**src/hw/dsd_pkg.sv**
```systemverilog
package dsd_pkg;
  // clock and stagger timing
  localparam int unsigned CLK_HZ        = 125_000_000;
  localparam int unsigned STAGGER_S     = 12;
  localparam int unsigned STAGGER_CYC   = STAGGER_S * CLK_HZ;
  localparam int unsigned SETTLE_CYC    = 4;

  // register byte offsets
  localparam logic [11:0] OFS_CTRL      = 12'h000;
  localparam logic [11:0] OFS_CMD       = 12'h004;
  localparam logic [11:0] OFS_STATUS    = 12'h008;
  localparam logic [11:0] OFS_STAGGER   = 12'h00C;

  // register select one-hot positions
  localparam int SEL_CTRL               = 0;
  localparam int SEL_CMD                = 1;
  localparam int SEL_STATUS             = 2;
  localparam int SEL_STAGGER            = 3;

  // field positions
  localparam int CTRL_MASTER_BIT        = 0;
  localparam int CTRL_IND_BIT           = 1;
  localparam int CMD_START_BIT          = 0;
  localparam int ST_ID_LSB              = 0;
  localparam int ST_WP_BIT              = 3;
  localparam int ST_PAR_BIT             = 4;
  localparam int ST_DELAY_BIT           = 5;
  localparam int ST_WAIT_BIT            = 6;
  localparam int ST_RUN_BIT             = 7;
  localparam int ST_VALID_BIT           = 8;
  localparam int ST_SYNC_BIT            = 9;

  // reset values
  localparam logic [1:0]  CTRL_RST      = 2'h0;
  localparam logic [31:0] RDATA_RST     = 32'h0000_0000;

  typedef struct packed {
    logic       valid;
    logic       delay_start;
    logic       wait_cmd;
    logic       wp;
    logic       parity;
    logic [2:0] id;
  } dsd_straps_t;

  typedef enum logic [1:0] {
    DSD_SETTLE,
    DSD_STAGGER,
    DSD_HOLD,
    DSD_RUN
  } dsd_state_t;
endpackage

```
**src/hw/dsd_top.sv**
```systemverilog
`timescale 1ns/100ps
`default_nettype none
module dsd_top
  import dsd_pkg::*;
#(
  parameter int unsigned STAGGER_CYCLES = STAGGER_CYC
) (
  input  wire logic        CLOCK,
  input  wire logic        SYS_RST,
  input  wire logic        CE,
  input  wire logic        PSEL,
  input  wire logic        PENABLE,
  input  wire logic        PWRITE,
  input  wire logic [11:0] PADDR,
  input  wire logic [31:0] PWDATA,
  output logic      [31:0] PRDATA,
  output logic             PREADY,
  output logic             PSLVERR,
  input  wire logic        DELAY_START_STRAP,
  input  wire logic        WAIT_FOR_START_CMD_STRAP,
  input  wire logic        WRITE_PROTECT_STRAP,
  input  wire logic        PARITY_CHECK_STRAP,
  input  wire logic [2:0]  ID_HEADER_PRIMARY,
  input  wire logic [2:0]  ID_HEADER_SECONDARY,
  input  wire logic [2:0]  ID_COMBINED,
  input  wire logic        COMBINED_WAIT_STRAP,
  input  wire logic        COMBINED_DELAY_STRAP,
  input  wire logic        SYNC_INDEX_LINE_I,
  output logic             SYNC_INDEX_LINE_O,
  output logic             SYNC_INDEX_LINE_OE,
  input  wire logic        LOCAL_INDEX,
  output logic             SYNC_INDEX_IN,
  input  wire logic        START_UNIT,
  input  wire logic        WRITE_REQ,
  output logic             WRITE_ALLOW,
  output logic             WRITE_REFUSED,
  input  wire logic        PARITY_ERR,
  output logic             PARITY_CHECK_EN,
  output logic             PARITY_ERR_REPORT,
  input  wire logic        ACTIVITY,
  output logic             REMOTE_INDICATOR_SINK,
  output logic             SPINDLE_RUN,
  output logic      [2:0]  BUS_ID
);

  function automatic logic [3:0] dsd_sel(input logic [11:0] a);
    logic [3:0] s;
    s = 4'h0;
    case (a)
      OFS_CTRL:    s[SEL_CTRL] = 1'b1;
      OFS_CMD:     s[SEL_CMD] = 1'b1;
      OFS_STATUS:  s[SEL_STATUS] = 1'b1;
      OFS_STAGGER: s[SEL_STAGGER] = 1'b1;
      default:     s = 4'h0;
    endcase
    return s;
  endfunction

  // pin synchronisers
  logic [15:0] sync1;
  logic [15:0] sync2;
  wire  [15:0] raw = {SYNC_INDEX_LINE_I, COMBINED_DELAY_STRAP, COMBINED_WAIT_STRAP,
                      DELAY_START_STRAP, WAIT_FOR_START_CMD_STRAP, WRITE_PROTECT_STRAP,
                      PARITY_CHECK_STRAP, ID_COMBINED, ID_HEADER_SECONDARY,
                      ID_HEADER_PRIMARY};

  always_ff @(posedge CLOCK) begin
    if (SYS_RST) begin
      sync1 <= 16'h0000;
      sync2 <= 16'h0000;
    end else if (CE) begin
      sync1 <= raw;
      sync2 <= sync1;
    end
  end

  dsd_state_t  state;
  dsd_state_t  next_state;
  dsd_straps_t straps;
  dsd_straps_t next_straps;
  logic [2:0]  settle;
  logic [2:0]  next_settle;
  logic [31:0] tick;
  logic [31:0] next_tick;
  logic [2:0]  units;
  logic [2:0]  next_units;
  logic [1:0]  ctrl;
  logic [1:0]  next_ctrl;
  logic [31:0] next_prdata;
  logic        next_pready;
  logic        next_pslverr;
  logic        start_cmd;
  logic [3:0]  wsel;
  logic [3:0]  rsel;
  logic        commit;

  assign commit = PSEL && PENABLE && PREADY;
  assign wsel = dsd_sel(PADDR);
  assign rsel = dsd_sel(PADDR);
  assign start_cmd = START_UNIT || (commit && PWRITE && wsel[SEL_CMD] && PWDATA[CMD_START_BIT]);

  always_comb begin
    next_state = state;
    next_straps = straps;
    next_settle = settle;
    next_tick = tick;
    next_units = units;
    case (state)
      DSD_SETTLE: begin
        if (settle == 3'(SETTLE_CYC - 1)) begin
          next_straps.valid = 1'b1;
          next_straps.id = sync2[2:0] | sync2[5:3] | sync2[8:6];
          next_straps.parity = sync2[9];
          next_straps.wp = sync2[10];
          next_straps.wait_cmd = sync2[11] | sync2[13];
          next_straps.delay_start = sync2[12] | sync2[14];
          if (next_straps.wait_cmd) begin
            next_state = DSD_HOLD;
          end else if (next_straps.delay_start && (next_straps.id != 3'h0)) begin
            next_state = DSD_STAGGER;
            next_units = next_straps.id;
            next_tick = 32'h0000_0000;
          end else begin
            next_state = DSD_RUN;
          end
        end else begin
          next_settle = settle + 3'h1;
        end
      end
      DSD_STAGGER: begin
        if (tick == 32'(STAGGER_CYCLES - 1)) begin
          next_tick = 32'h0000_0000;
          next_units = units - 3'h1;
          if (units == 3'h1) begin
            next_state = DSD_RUN;
          end
        end else begin
          next_tick = tick + 32'h0000_0001;
        end
      end
      DSD_HOLD: begin
        if (start_cmd) begin
          next_state = DSD_RUN;
        end
      end
      DSD_RUN: next_state = DSD_RUN;
      default: next_state = DSD_SETTLE;
    endcase
  end

  always_comb begin
    next_ctrl = ctrl;
    next_pready = PSEL && PENABLE && !PREADY;
    next_prdata = PRDATA;
    next_pslverr = 1'b0;
    if (commit && PWRITE && wsel[SEL_CTRL]) begin
      next_ctrl = PWDATA[1:0];
    end
    if (next_pready) begin
      next_pslverr = (rsel == 4'h0);
      next_prdata = RDATA_RST;
      if (!PWRITE) begin
        if (rsel[SEL_CTRL]) begin
          next_prdata[1:0] = ctrl;
        end
        if (rsel[SEL_STATUS]) begin
          next_prdata[ST_ID_LSB +: 3] = straps.id;
          next_prdata[ST_WP_BIT] = straps.wp;
          next_prdata[ST_PAR_BIT] = straps.parity;
          next_prdata[ST_DELAY_BIT] = straps.delay_start;
          next_prdata[ST_WAIT_BIT] = straps.wait_cmd;
          next_prdata[ST_RUN_BIT] = SPINDLE_RUN;
          next_prdata[ST_VALID_BIT] = straps.valid;
          next_prdata[ST_SYNC_BIT] = SYNC_INDEX_IN;
        end
        if (rsel[SEL_STAGGER]) begin
          next_prdata[2:0] = units;
        end
      end
    end
  end

  always_ff @(posedge CLOCK) begin
    if (SYS_RST) begin
      state <= DSD_SETTLE;
      straps <= '0;
      settle <= 3'h0;
      tick <= 32'h0000_0000;
      units <= 3'h0;
      ctrl <= CTRL_RST;
      PRDATA <= RDATA_RST;
      PREADY <= 1'b0;
      PSLVERR <= 1'b0;
      SPINDLE_RUN <= 1'b0;
      WRITE_ALLOW <= 1'b0;
      WRITE_REFUSED <= 1'b0;
      PARITY_CHECK_EN <= 1'b0;
      PARITY_ERR_REPORT <= 1'b0;
      REMOTE_INDICATOR_SINK <= 1'b0;
      SYNC_INDEX_LINE_O <= 1'b0;
      SYNC_INDEX_LINE_OE <= 1'b0;
      SYNC_INDEX_IN <= 1'b0;
    end else if (CE) begin
      state <= next_state;
      straps <= next_straps;
      settle <= next_settle;
      tick <= next_tick;
      units <= next_units;
      ctrl <= next_ctrl;
      PRDATA <= next_prdata;
      PREADY <= next_pready;
      PSLVERR <= next_pslverr;
      SPINDLE_RUN <= (next_state == DSD_RUN);
      WRITE_ALLOW <= next_straps.valid && !next_straps.wp;
      WRITE_REFUSED <= WRITE_REQ && !WRITE_ALLOW;
      PARITY_CHECK_EN <= next_straps.valid && next_straps.parity;
      PARITY_ERR_REPORT <= PARITY_ERR && PARITY_CHECK_EN;
      REMOTE_INDICATOR_SINK <= ACTIVITY || ctrl[CTRL_IND_BIT];
      SYNC_INDEX_LINE_OE <= ctrl[CTRL_MASTER_BIT];
      SYNC_INDEX_LINE_O <= ctrl[CTRL_MASTER_BIT] && LOCAL_INDEX;
      SYNC_INDEX_IN <= ctrl[CTRL_MASTER_BIT] ? LOCAL_INDEX : sync2[15];
    end
  end

  assign BUS_ID = straps.id;
endmodule
`default_nettype wire

```
**config.mk**
```make
export PLATFORM = sky130hd
export DESIGN_NAME = dsd_top
export DESIGN_NICKNAME = d
export VERILOG_FILES = /design/src/hw/dsd_pkg.sv /design/src/hw/dsd_top.sv
export SDC_FILE = /design/constraint.sdc
export NUM_CORES = 1
export LEC_CHECK = 0
export CAP_MARGIN = 15
export CORE_MARGIN = 3
export CORE_UTILIZATION = 40
export DETAILED_ROUTE_END_ITERATION = 8
export DONT_BUFFER_PORTS = 1
export RECOVER_POWER = 50
export REMOVE_ABC_BUFFERS = 1
export SLEW_MARGIN = 30
export SYNTH_ARGS = -nofsm -noshare
export SYNTH_HDL_FRONTEND = slang
export SYNTH_SLANG_ARGS = --single-unit
export TNS_END_PERCENT = 1
```
**constraint.sdc**
```tcl
create_clock -name CLOCK -period 1.9 [get_ports CLOCK]
set_input_delay 0.19 -clock CLOCK [delete_from_list [all_inputs] [get_ports CLOCK]]
set_output_delay 0.19 -clock CLOCK [all_outputs]
set_load 0.02 [all_outputs]
```
## Word-level counts from Yosys, hierarchy flattened

Cells that the tools add are included.

- Word-level logic and storage cells: 105
- Bits in registers: 103
- Output and inout port bits: 46
- Input bits: 71

- Reductions and logical operators: 29
- Mux-type cells: 29
- Add/sub/neg operators: 3
- Equality and inequality tests: 14
- Bitwise operators: 5

Operator list:

| cell | count |
|---|---|
| 32-bit 2-to-1 mux | 4 |
| 32-bit case mux with 2 select lines | 1 |
| 32-bit by 1-bit adder with 32-bit output, second input constant | 1 |
| 32-bit by 31-bit == test with 1-bit output, second input constant | 1 |
| 12-bit by 4-bit == test with 1-bit output, second input constant | 2 |
| 10-bit 2-to-1 mux | 2 |
| 8-bit 2-to-1 mux | 2 |
| 3-bit 2-to-1 mux | 5 |
| 2-bit 2-to-1 mux | 7 |
| 1-bit logical AND | 13 |
| 12-bit by 3-bit == test with 1-bit output, second input constant | 1 |
| 12-bit logical NOT | 1 |
| 2-bit != test, second input constant | 4 |
| 2-bit case mux with 4 select lines | 1 |
| 2-bit == test, second input constant | 3 |
| 1-bit 2-to-1 mux | 6 |
| 3-bit bitwise OR | 2 |
| 3-bit case mux with 2 select lines | 1 |
| 3-bit AND reduction | 2 |
| 6-bit AND reduction | 1 |
| 5-bit AND reduction | 1 |
| 4-bit logical NOT | 1 |
| 2-bit AND reduction | 2 |
| 3-bit by 1-bit adder with 3-bit output, second input constant | 1 |
| 11 further kinds | 15 |

## Depth between registers and ports, before layout

Gate-level depths: netlist of the first run.

- Depth in word-level cells: 9
- Depth in mapped cells: 9
- Depth with buffers taken out: 7

## Worst setup path before layout of the first run

No wires, ideal clock.

- Path kind: register to register
- From: reg tick[12]
- To: reg tick[26]
- Buffers on the path: 1
- Library setup time: 0.125 ns
- Data arrival time: 1.919 ns
- Clock period less this slack: 2.044 ns
- Slack: -0.144 ns
- Data required time: 1.775 ns
- Cell stages (with the launch flop): 7
- Cell sequence: dfxtp_1 > or4b_1 > or4_4 > o21a_4 > o21ai_4 > buf_8 > a21oi_1

- Longest elaborated chain between the ends: 3
- Elaborated cells on any way between the ends: 4
- Classes of those cells: add/sub: 1; eq/ne: 1; mux: 2

Ends and longest elaborated chain:

| what | line | RTL |
|---|---|---|
| start: declaration | dsd_top.sv:83 | `logic [31:0] tick;` |
| start signal: assignment | dsd_top.sv:207 | `tick <= next_tick;` |
| 32-bit by 1-bit adder with 32-bit output or 32-bit by 31-bit == test with 1-bit output (tied branches) | dsd_top.sv:138, dsd_top.sv:131 |  |
| 32-bit 2-to-1 mux (*) | dsd_top.sv:131 | `if (tick == 32'(STAGGER_CYCLES - 1)) begin` |
| 32-bit case mux with 2 select lines (*) | dsd_top.sv:108 | `case (state)` |

Mark *: on every way between the ends. The rest lies on a longest branch, timed or not.
A chain may end at the register's enable or synchronous reset.

## Final worst setup path of the first run

- From: reg tick[12]
- To: reg tick[22]

Same word-level chain as after synthesis.

==> run_results.csv, run 1 <==
group,metric,value,unit
floorplan,die_h,115,µm
floorplan,initial_core_util,41.4,%
sta,fin_ws,-0.212,ns
synth,synth_flop_cell,"dfxtp_1",
cts,h-tree-depth,3,
grt,antenna_found_initial,0,
synth,synthXorXnorAreaFrac,0.914,%
sta,clock_skew,0.0146,ns
placement,routabilityCongestion,0.890,
synth,yosys.area_share.adder,1.31,%
floorplan,die_w,115,µm
final_layout,final_cell_mix,"dfxtp_1 (99), nor2_1 (83), buf_4 (65)",
synth,netlist_instances,541,
drt,drc,0,
final_layout,post_layout_nonfiller_instances,760,
synth,synth_area_per_cell,8.86,µm²
final_layout,nets,688,
critical_path,path_max_fanout,27,
drt,firstDrtPassIters,4,
final_layout,syn_to_final_growth,22.3,%
sta,tns,-6.00,ns
power,powerDensity,767,nW/µm²
grt,grt_pass1_vias,3828,
synth,synth_top_family_by_area,"simple AND/OR/NAND/NOR gates",
drt,wl_per_cell,13.9,µm
synth,syn_area,4790,µm²
drt,final_antenna_net_count,0,
synth,synthArstFlopShare,0,%
synth,synth_mux_area_share,8.83,%
cts,cts_sinks,103,
sta,max_freq,474,MHz
drt,dr_total_vias,4059,
synth,synth_compound_area_share,15.6,%
sta,finalCritPeriodShare,111,%
critical_path,end_kind,"register",
grt,track_usage,16.3,%
sta,worst_pin_slew,0.616,ns
power,internal-power,3.41,mW
critical_path,worstSetupPathType,"register to register",
sta,max-slew-margin-rel,58.3,%
synth,yosys.area_share.simple,22.1,%
critical_path,path_cells,"or4b_4 -> or4_4 -> o21a_4 -> o21ai_4 -> buf_12 -> a21oi_1",
cts,cts_buffers,9,
synth,ys_seq_area_share,43.0,%
cts,root_buffer,"clkbuf_16",
cts,cts.clk_slew.worst_paths,0.07,ns
drt,vias_per_cell,5.34,
cts,clock_latency,0.35,ns
grt,grt_start_max_net_pins,76,
floorplan,io_pins,117,
floorplan,dieArea,13300,µm²
cts,cts_tree,"yes",
floorplan,core-area,11600,µm²
power,power_frac_seq,50.0,%
final_layout,drive_gt1_share,18.5,%
critical_path,start_kind,"register",
power,power_frac_comb,7.3,%
power,leakage,2.19,nW
drt,drt_iter0_markers,180,
grt,grt_pass1_wl,17800,µm
synth,synth_edf_count,0,
placement,place_hpwl,7260,µm
status,violations,"negative setup slack",
status,status,"complete, but fails checks",
power,p_sw_share,24.1,%
synth,synth_warnings,0,
min_path,hold_path.class,"input port to register",
power,vdd_drop_max,418,µV
synth,ys_ff_latch,103,
sta,hold_viol,0,
power,clock_power_share,42.7,%
critical_path,worstPathRequired,2.12,ns
placement,placed_cells,720,
job,drv_cap,0,
drt,wl,10600,µm
final_layout,layout_commonest_cell,"dfxtp_1",
sta,setup_viol_count_final,37,
placement,numPortBuffers,0,
floorplan,rows,39,
cts,ctsLongestPathBuffers,2,
power,switching_power,1.08,mW
sta,slew_viol_final,0,
critical_path,worst_path_max_delay_cell,"or4b_4",
synth,ys_types,58,
sta,grt_setup_unrepaired,"yes",
critical_path,critPathArrivalTime,2.34,ns
grt,grt.overflow.total,0,
sta,min_period,2.11,ns
critical_path,max_stage_delay,0.53,ns
final_layout,antenna_cells,0,
[metrics by stage]
| step | util, % | worst slack [ns] | hold WS, ns | area [µm²] | total power, mW |
|---|---|---|---|---|---|
| floorplan | - | -0.257 | 0.259 | 4540 | 2.47 |
| global placement | 45.5 | -0.158 | 0.265 | 5260 | 2.54 |
| detailed placement | 45.5 | -0.204 | 0.266 | 5260 | 2.55 |
| CTS | 50.4 | -0.219 | 0.000184 | 5830 | 4.54 |
| global route | 50.7 | -0.273 | 0.0126 | 5860 | 4.67 |
| finish | 50.7 | -0.212 | 0.0130 | 5860 | 4.49 |
[metal layers]
metal  GRT usage, %  part of all wire [%]  wire length (µm)
met5              0                     0                 0
met4           4.46                   1.0               108
met3           3.60                   4.8               510
met2           27.3                    48              5130
met1           21.3                    46              4840
[final timing paths]
kind | from | to | slack, ns | cells past startpoint
hold / removal | SYS_RST | tick[4] | 0.01 | 2
hold reg to reg | sync2[4] | sync2[4] | 0.49 | 2
setup reg to reg | tick[12] | tick[22] | -0.21 | 6
setup / recovery | tick[12] | tick[22] | -0.21 | 6
[power by group through the flow]
| stage | clock [mW] | sequential [mW] | combinational, mW |
|---|---|---|---|
| 5_1_grt | 2.05 | 2.25 | 0.360 |
| 3_3_place_gp | 0 | 2.30 | 0.246 |
| 6_report | 1.92 | 2.25 | 0.327 |
| 2_1_floorplan | 0 | 2.29 | 0.175 |
| 3_5_place_dp | 0 | 2.30 | 0.251 |
| 4_1_cts | 1.97 | 2.25 | 0.324 |
[area by class of cell]
class / count / area [µm²]
clock buffers: 9 / 225
clock inverters: 7 / 90.1
fillers: 1076 / 5700
inverters: 14 / 52.6
multi-input cells: 389 / 2440
flip-flops and latches: 103 / 2070
well taps: 143 / 179
repair buffers: 95 / 805
[registers in the layout, summed over array words and instances, names as in the netlist, 2 cells and up]
signal and count:
BUS_ID 3, PRDATA 10, ctrl 2, settle 3, state 2, straps 5
sync1 16, sync2 16, tick 32, units 3
[cells in the mapped netlist (all sizes together), types with 2 or more instances]
cell type / number / area [µm²]
o31ai: 12 / 90.1
o21a: 4 / 37.5
a211oi: 12 / 90.1
nand4b: 3 / 26.3
nand3: 15 / 75.1
mux2: 2 / 22.5
or2: 4 / 25.0
nor3: 8 / 40.0
inv: 14 / 52.6
a22oi: 9 / 67.6
o2111ai: 3 / 26.3
xnor2: 3 / 26.3
nand2: 22 / 82.6
nor2b: 3 / 18.8
or4: 15 / 120
nor4bb: 3 / 30.0
mux2i: 40 / 400
xor2: 2 / 17.5
nand3b: 2 / 15.0
a21oi: 39 / 206
o21ai: 19 / 110
clkbuf: 24 / 90.1
a2bb2oi: 2 / 17.5
buf: 32 / 244
dfxtp: 103 / 2060
nor2: 88 / 343
or3: 12 / 75.1
ha: 5 / 62.6
o211ai: 2 / 15.0
and4: 2 / 17.5
nand4: 13 / 87.6
nand2b: 4 / 25.0
or4b: 2 / 20.0
nor4: 7 / 43.8
[critical path, delay by kind of cell (launching register included)]
kind,cells,cell delay [ns]
flip-flops,1,0.34
buffers and inverters,1,0.20
AO/OA/AOI/OAI,3,0.44
AND/OR/NAND/NOR,2,0.99
[repair_timing]
| action | CTS | global route |
|---|---|---|
| hold buffers | 23 | 0 |
| gates cloned | 0 | 0 |
| buffers inserted | 0 | 1 |
| setup endpoints to repair | 37 | 37 |
| gates resized for setup | 3 | 7 |
| pin swaps | 1 | 2 |
| hold endpoints to repair | 75 | 0 |
[cells by family (layout without fill, tap and decap cells)]
group                    count (synthesis)  after routing
multiplexers                            42             42
flip-flops                             103            103
XOR/XNOR                                 5              5
adder cells (fa/ha/maj)                  5              5
buffers and inverters                   70            125
AND/OR/NAND/NOR                        205            205
other                                    1             22
AO/OA/AOI/OAI                          110            110
No activity file was read; power rests on OpenSTA's default activity.
==> run 2: changes to the inputs <==
REMOVE_ABC_BUFFERS = default   (was 1)
==> run_results.csv, run 2 (synthesis results as in run 1) <==
group,metric,value,unit
sta,clock_skew,0.00770,ns
final_layout,antenna_cells,0,
status,violations,"negative setup slack",
final_layout,final_cell_mix,"dfxtp_1 (100), nor2_1 (83), buf_4 (66)",
final_layout,drive_gt1_share,19.6,%
final_layout,layout_commonest_cell,"dfxtp_1",
status,status,"complete, but fails checks",
placement,routabilityCongestion,0.849,
cts,cts_tree,"yes",
drt,firstDrtPassIters,4,
grt,grtUsageMet1,23.1,%
cts,h-tree-depth,3,
grt,grt.busiest_layer,"met2",
cts,cts.clk_slew.worst_paths,0.07,ns
cts,cts_sinks,103,
drt,wl,11600,µm
sta,grt_setup_unrepaired,"yes",
critical_path,path_max_fanout,27,
final_layout,finalInstanceArea,5860,µm²
critical_path,start_kind,"register",
placement,numPortBuffers,0,
power,vdd_drop_max,627,µV
sta,min_period,2.08,ns
final_layout,reg.largest.list,"tick: 32 flops, sync1: 16 flops, sync2: 16 flops",
final_layout,nets,688,
floorplan,dieArea,13300,µm²
cts,clock_latency,0.35,ns
sta,max_freq,482,MHz
min_path,hold_path.class,"input port to register",
sta,slew_viol_final,0,
floorplan,io_pins,117,
final_layout,regMostFlops,"tick",
sta,fin_ws,-0.175,ns
sta,max-slew-margin-rel,43.5,%
critical_path,worst_path_max_delay_cell,"or4b_1",
floorplan,rows,39,
floorplan,die_h,115,µm
sta,hold_viol,0,
drt,drc,0,
grt,grt.overflow.total,0,
sta,worst_pin_slew,0.844,ns
final_layout,largest_reg_flops,32,
placement,place_hpwl,7710,µm
floorplan,initial_core_util,41.4,%
critical_path,max_stage_delay,0.51,ns
drt,wl_per_cell,15.3,µm
job,drv_cap,0,
drt,dr_total_vias,4062,
drt,drt_iter0_markers,266,
floorplan,core-area,11600,µm²
placement,placed_area,5250,µm²
drt,vias_per_cell,5.34,
grt,grtUsageMet2,27.8,%
grt,grt_start_max_net_pins,77,
floorplan,die_w,115,µm
cts,cts_buffers,9,
grt,track_usage,17.6,%
power,leakage,2.19,nW
critical_path,worstPathRequired,2.14,ns
critical_path,worstSetupPathType,"register to register",
placement,post-place-ws,-0.161,ns
cts,root_buffer,"clkbuf_16",
grt,antenna_found_initial,0,
grt,grt_pass1_vias,3859,
grt,grt_pass1_wl,18700,µm
power,powerDensity,751,nW/µm²
critical_path,critPathArrivalTime,2.31,ns
sta,finalCritPeriodShare,109,%
critical_path,end_kind,"register",
grt,use_met3,5.27,%
critical_path,path_cells,"or4b_1 -> or4_4 -> o21a_4 -> o21ai_4 -> buf_12 -> a21oi_1",
sta,setup_viol_count_final,33,
final_layout,syn_to_final_growth,22.3,%
drt,final_antenna_net_count,0,
cts,ctsLongestPathBuffers,2,
run 2: cell types whose count changed in the layout (fill, tap and decap cells not counted), sizes merged:
cell,previous run,this run
bufinv,1,0
buf,68,69
clkinvlp,1,0
clkinv,2,3
clkbuf,14,15
dlygate4sd3,22,21
run 2: cell type report:
cell class              count  area [µm²]
multi-input cells         389        2470
well taps                 143         179
flip-flops and latches    103        2070
clock buffers              10         229
fillers                  1064        5700
repair buffers             95         802
clock inverters             6        61.3
inverters                  14        52.6
run 2: path summary, 6_finish.rpt:
kind                            from  endpoint  slack, ns  depth (start not counted)
setup reg to reg            tick[12]  tick[21]      -0.18                          6
setup / recovery            tick[12]  tick[21]      -0.18                          6
hold reg to reg             tick[22]  tick[22]       0.49                          2
hold / removal    PARITY_CHECK_STRAP  sync1[9]      0.007                          2
run 2: power by group:
part	switching, mW	internal [mW]	leakage, nW	total (mW)
Combinational	0.188	0.150	1.21	0.338
Clock	0.893	0.925	0.144	1.82
Sequential	0.0420	2.21	0.837	2.25
Total	1.12	3.28	2.19	4.41
run 2: timing repair:
item / CTS / global route
endpoints found under the hold margin: 76 / 0
setup endpoints to repair: 33 / 37
pin swaps: 0 / 3
setup buffers: 0 / 3
hold buffers: 22 / 0
resized for setup: 1 / 17
run 2: routing by layer:
layer  wire length (µm)  part of all wire [%]  vias up
li1                   -                     -     2055
met3                677                   5.8       16
met1               5300                    46     1898
met4                217                   1.9        0
met5                  0                     0        -
met2               5420                    47       93
run 2: worst max-delay path: cells and delay by family (launching register included):
family	cells	cell delay (ns)
AO/OA/AOI/OAI	3	0.44
buffers and inverters	1	0.21
flip-flops	1	0.31
AND/OR/NAND/NOR	2	0.97
run 2: through the flow:
| step | instances | utilization (%) | hold WS [ns] | total power [mW] | TNS, ns |
|---|---|---|---|---|---|
| 3_3_place_gp | 719 | 45.4 | 0.268 | 2.54 | -3.88 |
| 5_1_grt | 760 | 50.7 | 0.0129 | 4.57 | -7.15 |
| 3_5_place_dp | 719 | 45.4 | 0.269 | 2.55 | -4.17 |
| 4_1_cts | 757 | 50.0 | 0.00111 | 4.45 | -4.77 |
| 6_report | 760 | 50.7 | 0.00733 | 4.41 | -4.71 |
| 2_1_floorplan | 562 | - | 0.337 | 2.55 | -2.75 |
==> run 3: changes to the inputs <==
clock period = 2.22 ns   (was 1.9 ns; I/O delays follow)
==> run_results.csv, run 3 (synthesis results as in run 1) <==
group,metric,value,unit
floorplan,core-area,11600,µm²
power,p_sw_share,24.7,%
sta,finalCritPeriodShare,97.1,%
power,power_frac_comb,5.7,%
placement,place_hpwl,7150,µm
sta,clock_skew,0.00923,ns
sta,setup_viol_count_final,0,
sta,hold_slack,0.0163,ns
critical_path,path_cells,"or2_4 -> a311oi_4 -> o21ai_2 -> buf_4 -> or4_1 -> a21oi_1",
cts,clock_latency,0.35,ns
job,drv_cap,0,
cts,ctsLongestPathBuffers,2,
power,powerDensity,724,nW/µm²
grt,grt_start_max_net_pins,76,
floorplan,initial_core_util,41.4,%
sta,slew_viol_final,0,
critical_path,start_kind,"register",
sta,worst_pin_slew,0.558,ns
final_layout,final_cell_mix,"dfxtp_1 (100), nor2_1 (83), mux2i_1 (40)",
grt,track_usage,16.2,%
final_layout,layout_commonest_cell,"dfxtp_1",
min_path,hold_path.class,"input port to register",
drt,dr_total_vias,3780,
critical_path,critPathArrivalTime,2.44,ns
sta,max-slew-margin-rel,62.3,%
sta,tns,0,ns
power,switching_power,944,µW
final_layout,seqCellArea,2070,µm²
drt,wl,10500,µm
power,internal-power,2.88,mW
cts,cts.clk_slew.worst_paths,0.08,ns
floorplan,io_pins,117,
drt,vias_per_cell,5.47,
final_layout,final.fill_count,1123,
cts,root_buffer,"clkbuf_16",
final_layout,syn_to_final_growth,10.3,%
critical_path,path_max_fanout,8,
cts,cts_tree,"yes",
power,clock_power_share,43.9,%
critical_path,critPathTopFamily,"compound AO/OA/AOI/OAI gates",
final_layout,reg.largest.list,"tick: 32 flops, sync1: 16 flops, sync2: 16 flops",
critical_path,max_stage_delay,0.51,ns
final_layout,regMostFlops,"tick",
floorplan,rows,39,
drt,drc,0,
final_layout,largest_reg_flops,32,
sta,min_period,2.16,ns
floorplan,dieArea,13300,µm²
final_layout,finish.utilization,45.7,%
sta,max_freq,464,MHz
sta,grt_setup_unrepaired,"yes",
placement,numPortBuffers,0,
sta,hold_viol,0,
power,leakage,1.87,nW
floorplan,die_w,115,µm
drt,wl_per_cell,15.2,µm
grt,grt_pass1_wl,17600,µm
sta,fin_ws,0.0639,ns
power,power.total,3.83,mW
final_layout,multi_input_area,2430,µm²
power,power_frac_seq,50.3,%
cts,cts_buffers,9,
critical_path,crit_buf_inv,1,
grt,antenna_found_initial,0,
power,vdd_drop_max,493,µV
critical_path,worst_path_max_delay_cell,"or4_1",
grt,grt_pass1_vias,3601,
cts,cts_sinks,103,
critical_path,end_kind,"register",
final_layout,nets,619,
drt,firstDrtPassIters,4,
cts,h-tree-depth,3,
floorplan,die_h,115,µm
placement,routabilityCongestion,0.838,
drt,drt_iter0_markers,273,
status,status,"finished clean",
critical_path,worstSetupPathType,"register to register",
critical_path,worstPathRequired,2.51,ns
drt,final_antenna_net_count,0,
placement,post-place-ws,0.0298,ns
final_layout,antenna_cells,0,
final_layout,drive_gt1_share,11.7,%
grt,grt.overflow.total,0,
[run 3: changes by cell type in the layout (fill, tap and decap cells not counted), moves of 2 or more]
cell and change:
a21oi_1 +5, a21oi_2 -5, buf_4 -43, clkbuf_4 -5, clkinv_8 +2, dlygate4sd3_1 -20
inv_8 -2, or4_1 +2, or4_4 -2
[run 3: per-layer routing]
| layer | vias up | track usage [%] | routed length, µm |
|---|---|---|---|
| met2 | 92 | 24.7 | 4900 |
| met5 | - | 0 | 0 |
| met4 | 0 | 4.30 | 97 |
| met3 | 12 | 5.01 | 567 |
| met1 | 1761 | 22.4 | 4960 |
| li1 | 1915 | - | - |
[run 3: stage by stage]
step | area, µm² | cells
2_1_floorplan | 4870 | 562
3_3_place_gp | 4900 | 672
3_5_place_dp | 4900 | 672
4_1_cts | 5270 | 690
5_1_grt | 5280 | 691
6_report | 5280 | 691
[run 3: worst paths after layout]
| kind | startpoint | end | slack [ns] | depth (start not counted) |
|---|---|---|---|---|
| worst max-delay path | sync2[11] | tick[3] | 0.06 | 6 |
| worst min-delay path | PARITY_CHECK_STRAP | sync1[9] | 0.02 | 2 |
| worst max register to register | sync2[11] | tick[3] | 0.06 | 6 |
| worst min register to register | tick[1] | tick[1] | 0.48 | 2 |
[run 3: worst register-to-register path, stage by stage (launching register included)]
cell	delay, ns
dfxtp_1	0.33
or2_4	0.26
a311oi_4	0.43
o21ai_2	0.22
buf_4	0.20
or4_1	0.51
a21oi_1	0.15
[run 3: what timing repair did]
item                                    4_1_cts  5_1_grt
gates resized for setup                       0        7
hold buffers                                  2        0
endpoints found under the setup margin        0       11
setup buffers                                 0        1
endpoints found under the hold margin        75        0
[run 3: layout make-up]
type,count,share of cell area [%]
repair buffers,26,4.36
flip-flops and latches,103,39.1
multi-input cells,389,46.0
well taps,143,3.39
clock buffers,9,4.26
inverters,14,0.995
clock inverters,7,1.92
[run 3: power groups by stage]
stage                     sequential [mW]  combinational [mW]  clock, mW
final                                1.93               0.220       1.68
after global routing                 1.93               0.247       1.81
after CTS                            1.93               0.217       1.73
after detailed placement             1.97               0.188          0
after global placement               1.97               0.183          0
after floorplan                      1.96               0.226          0
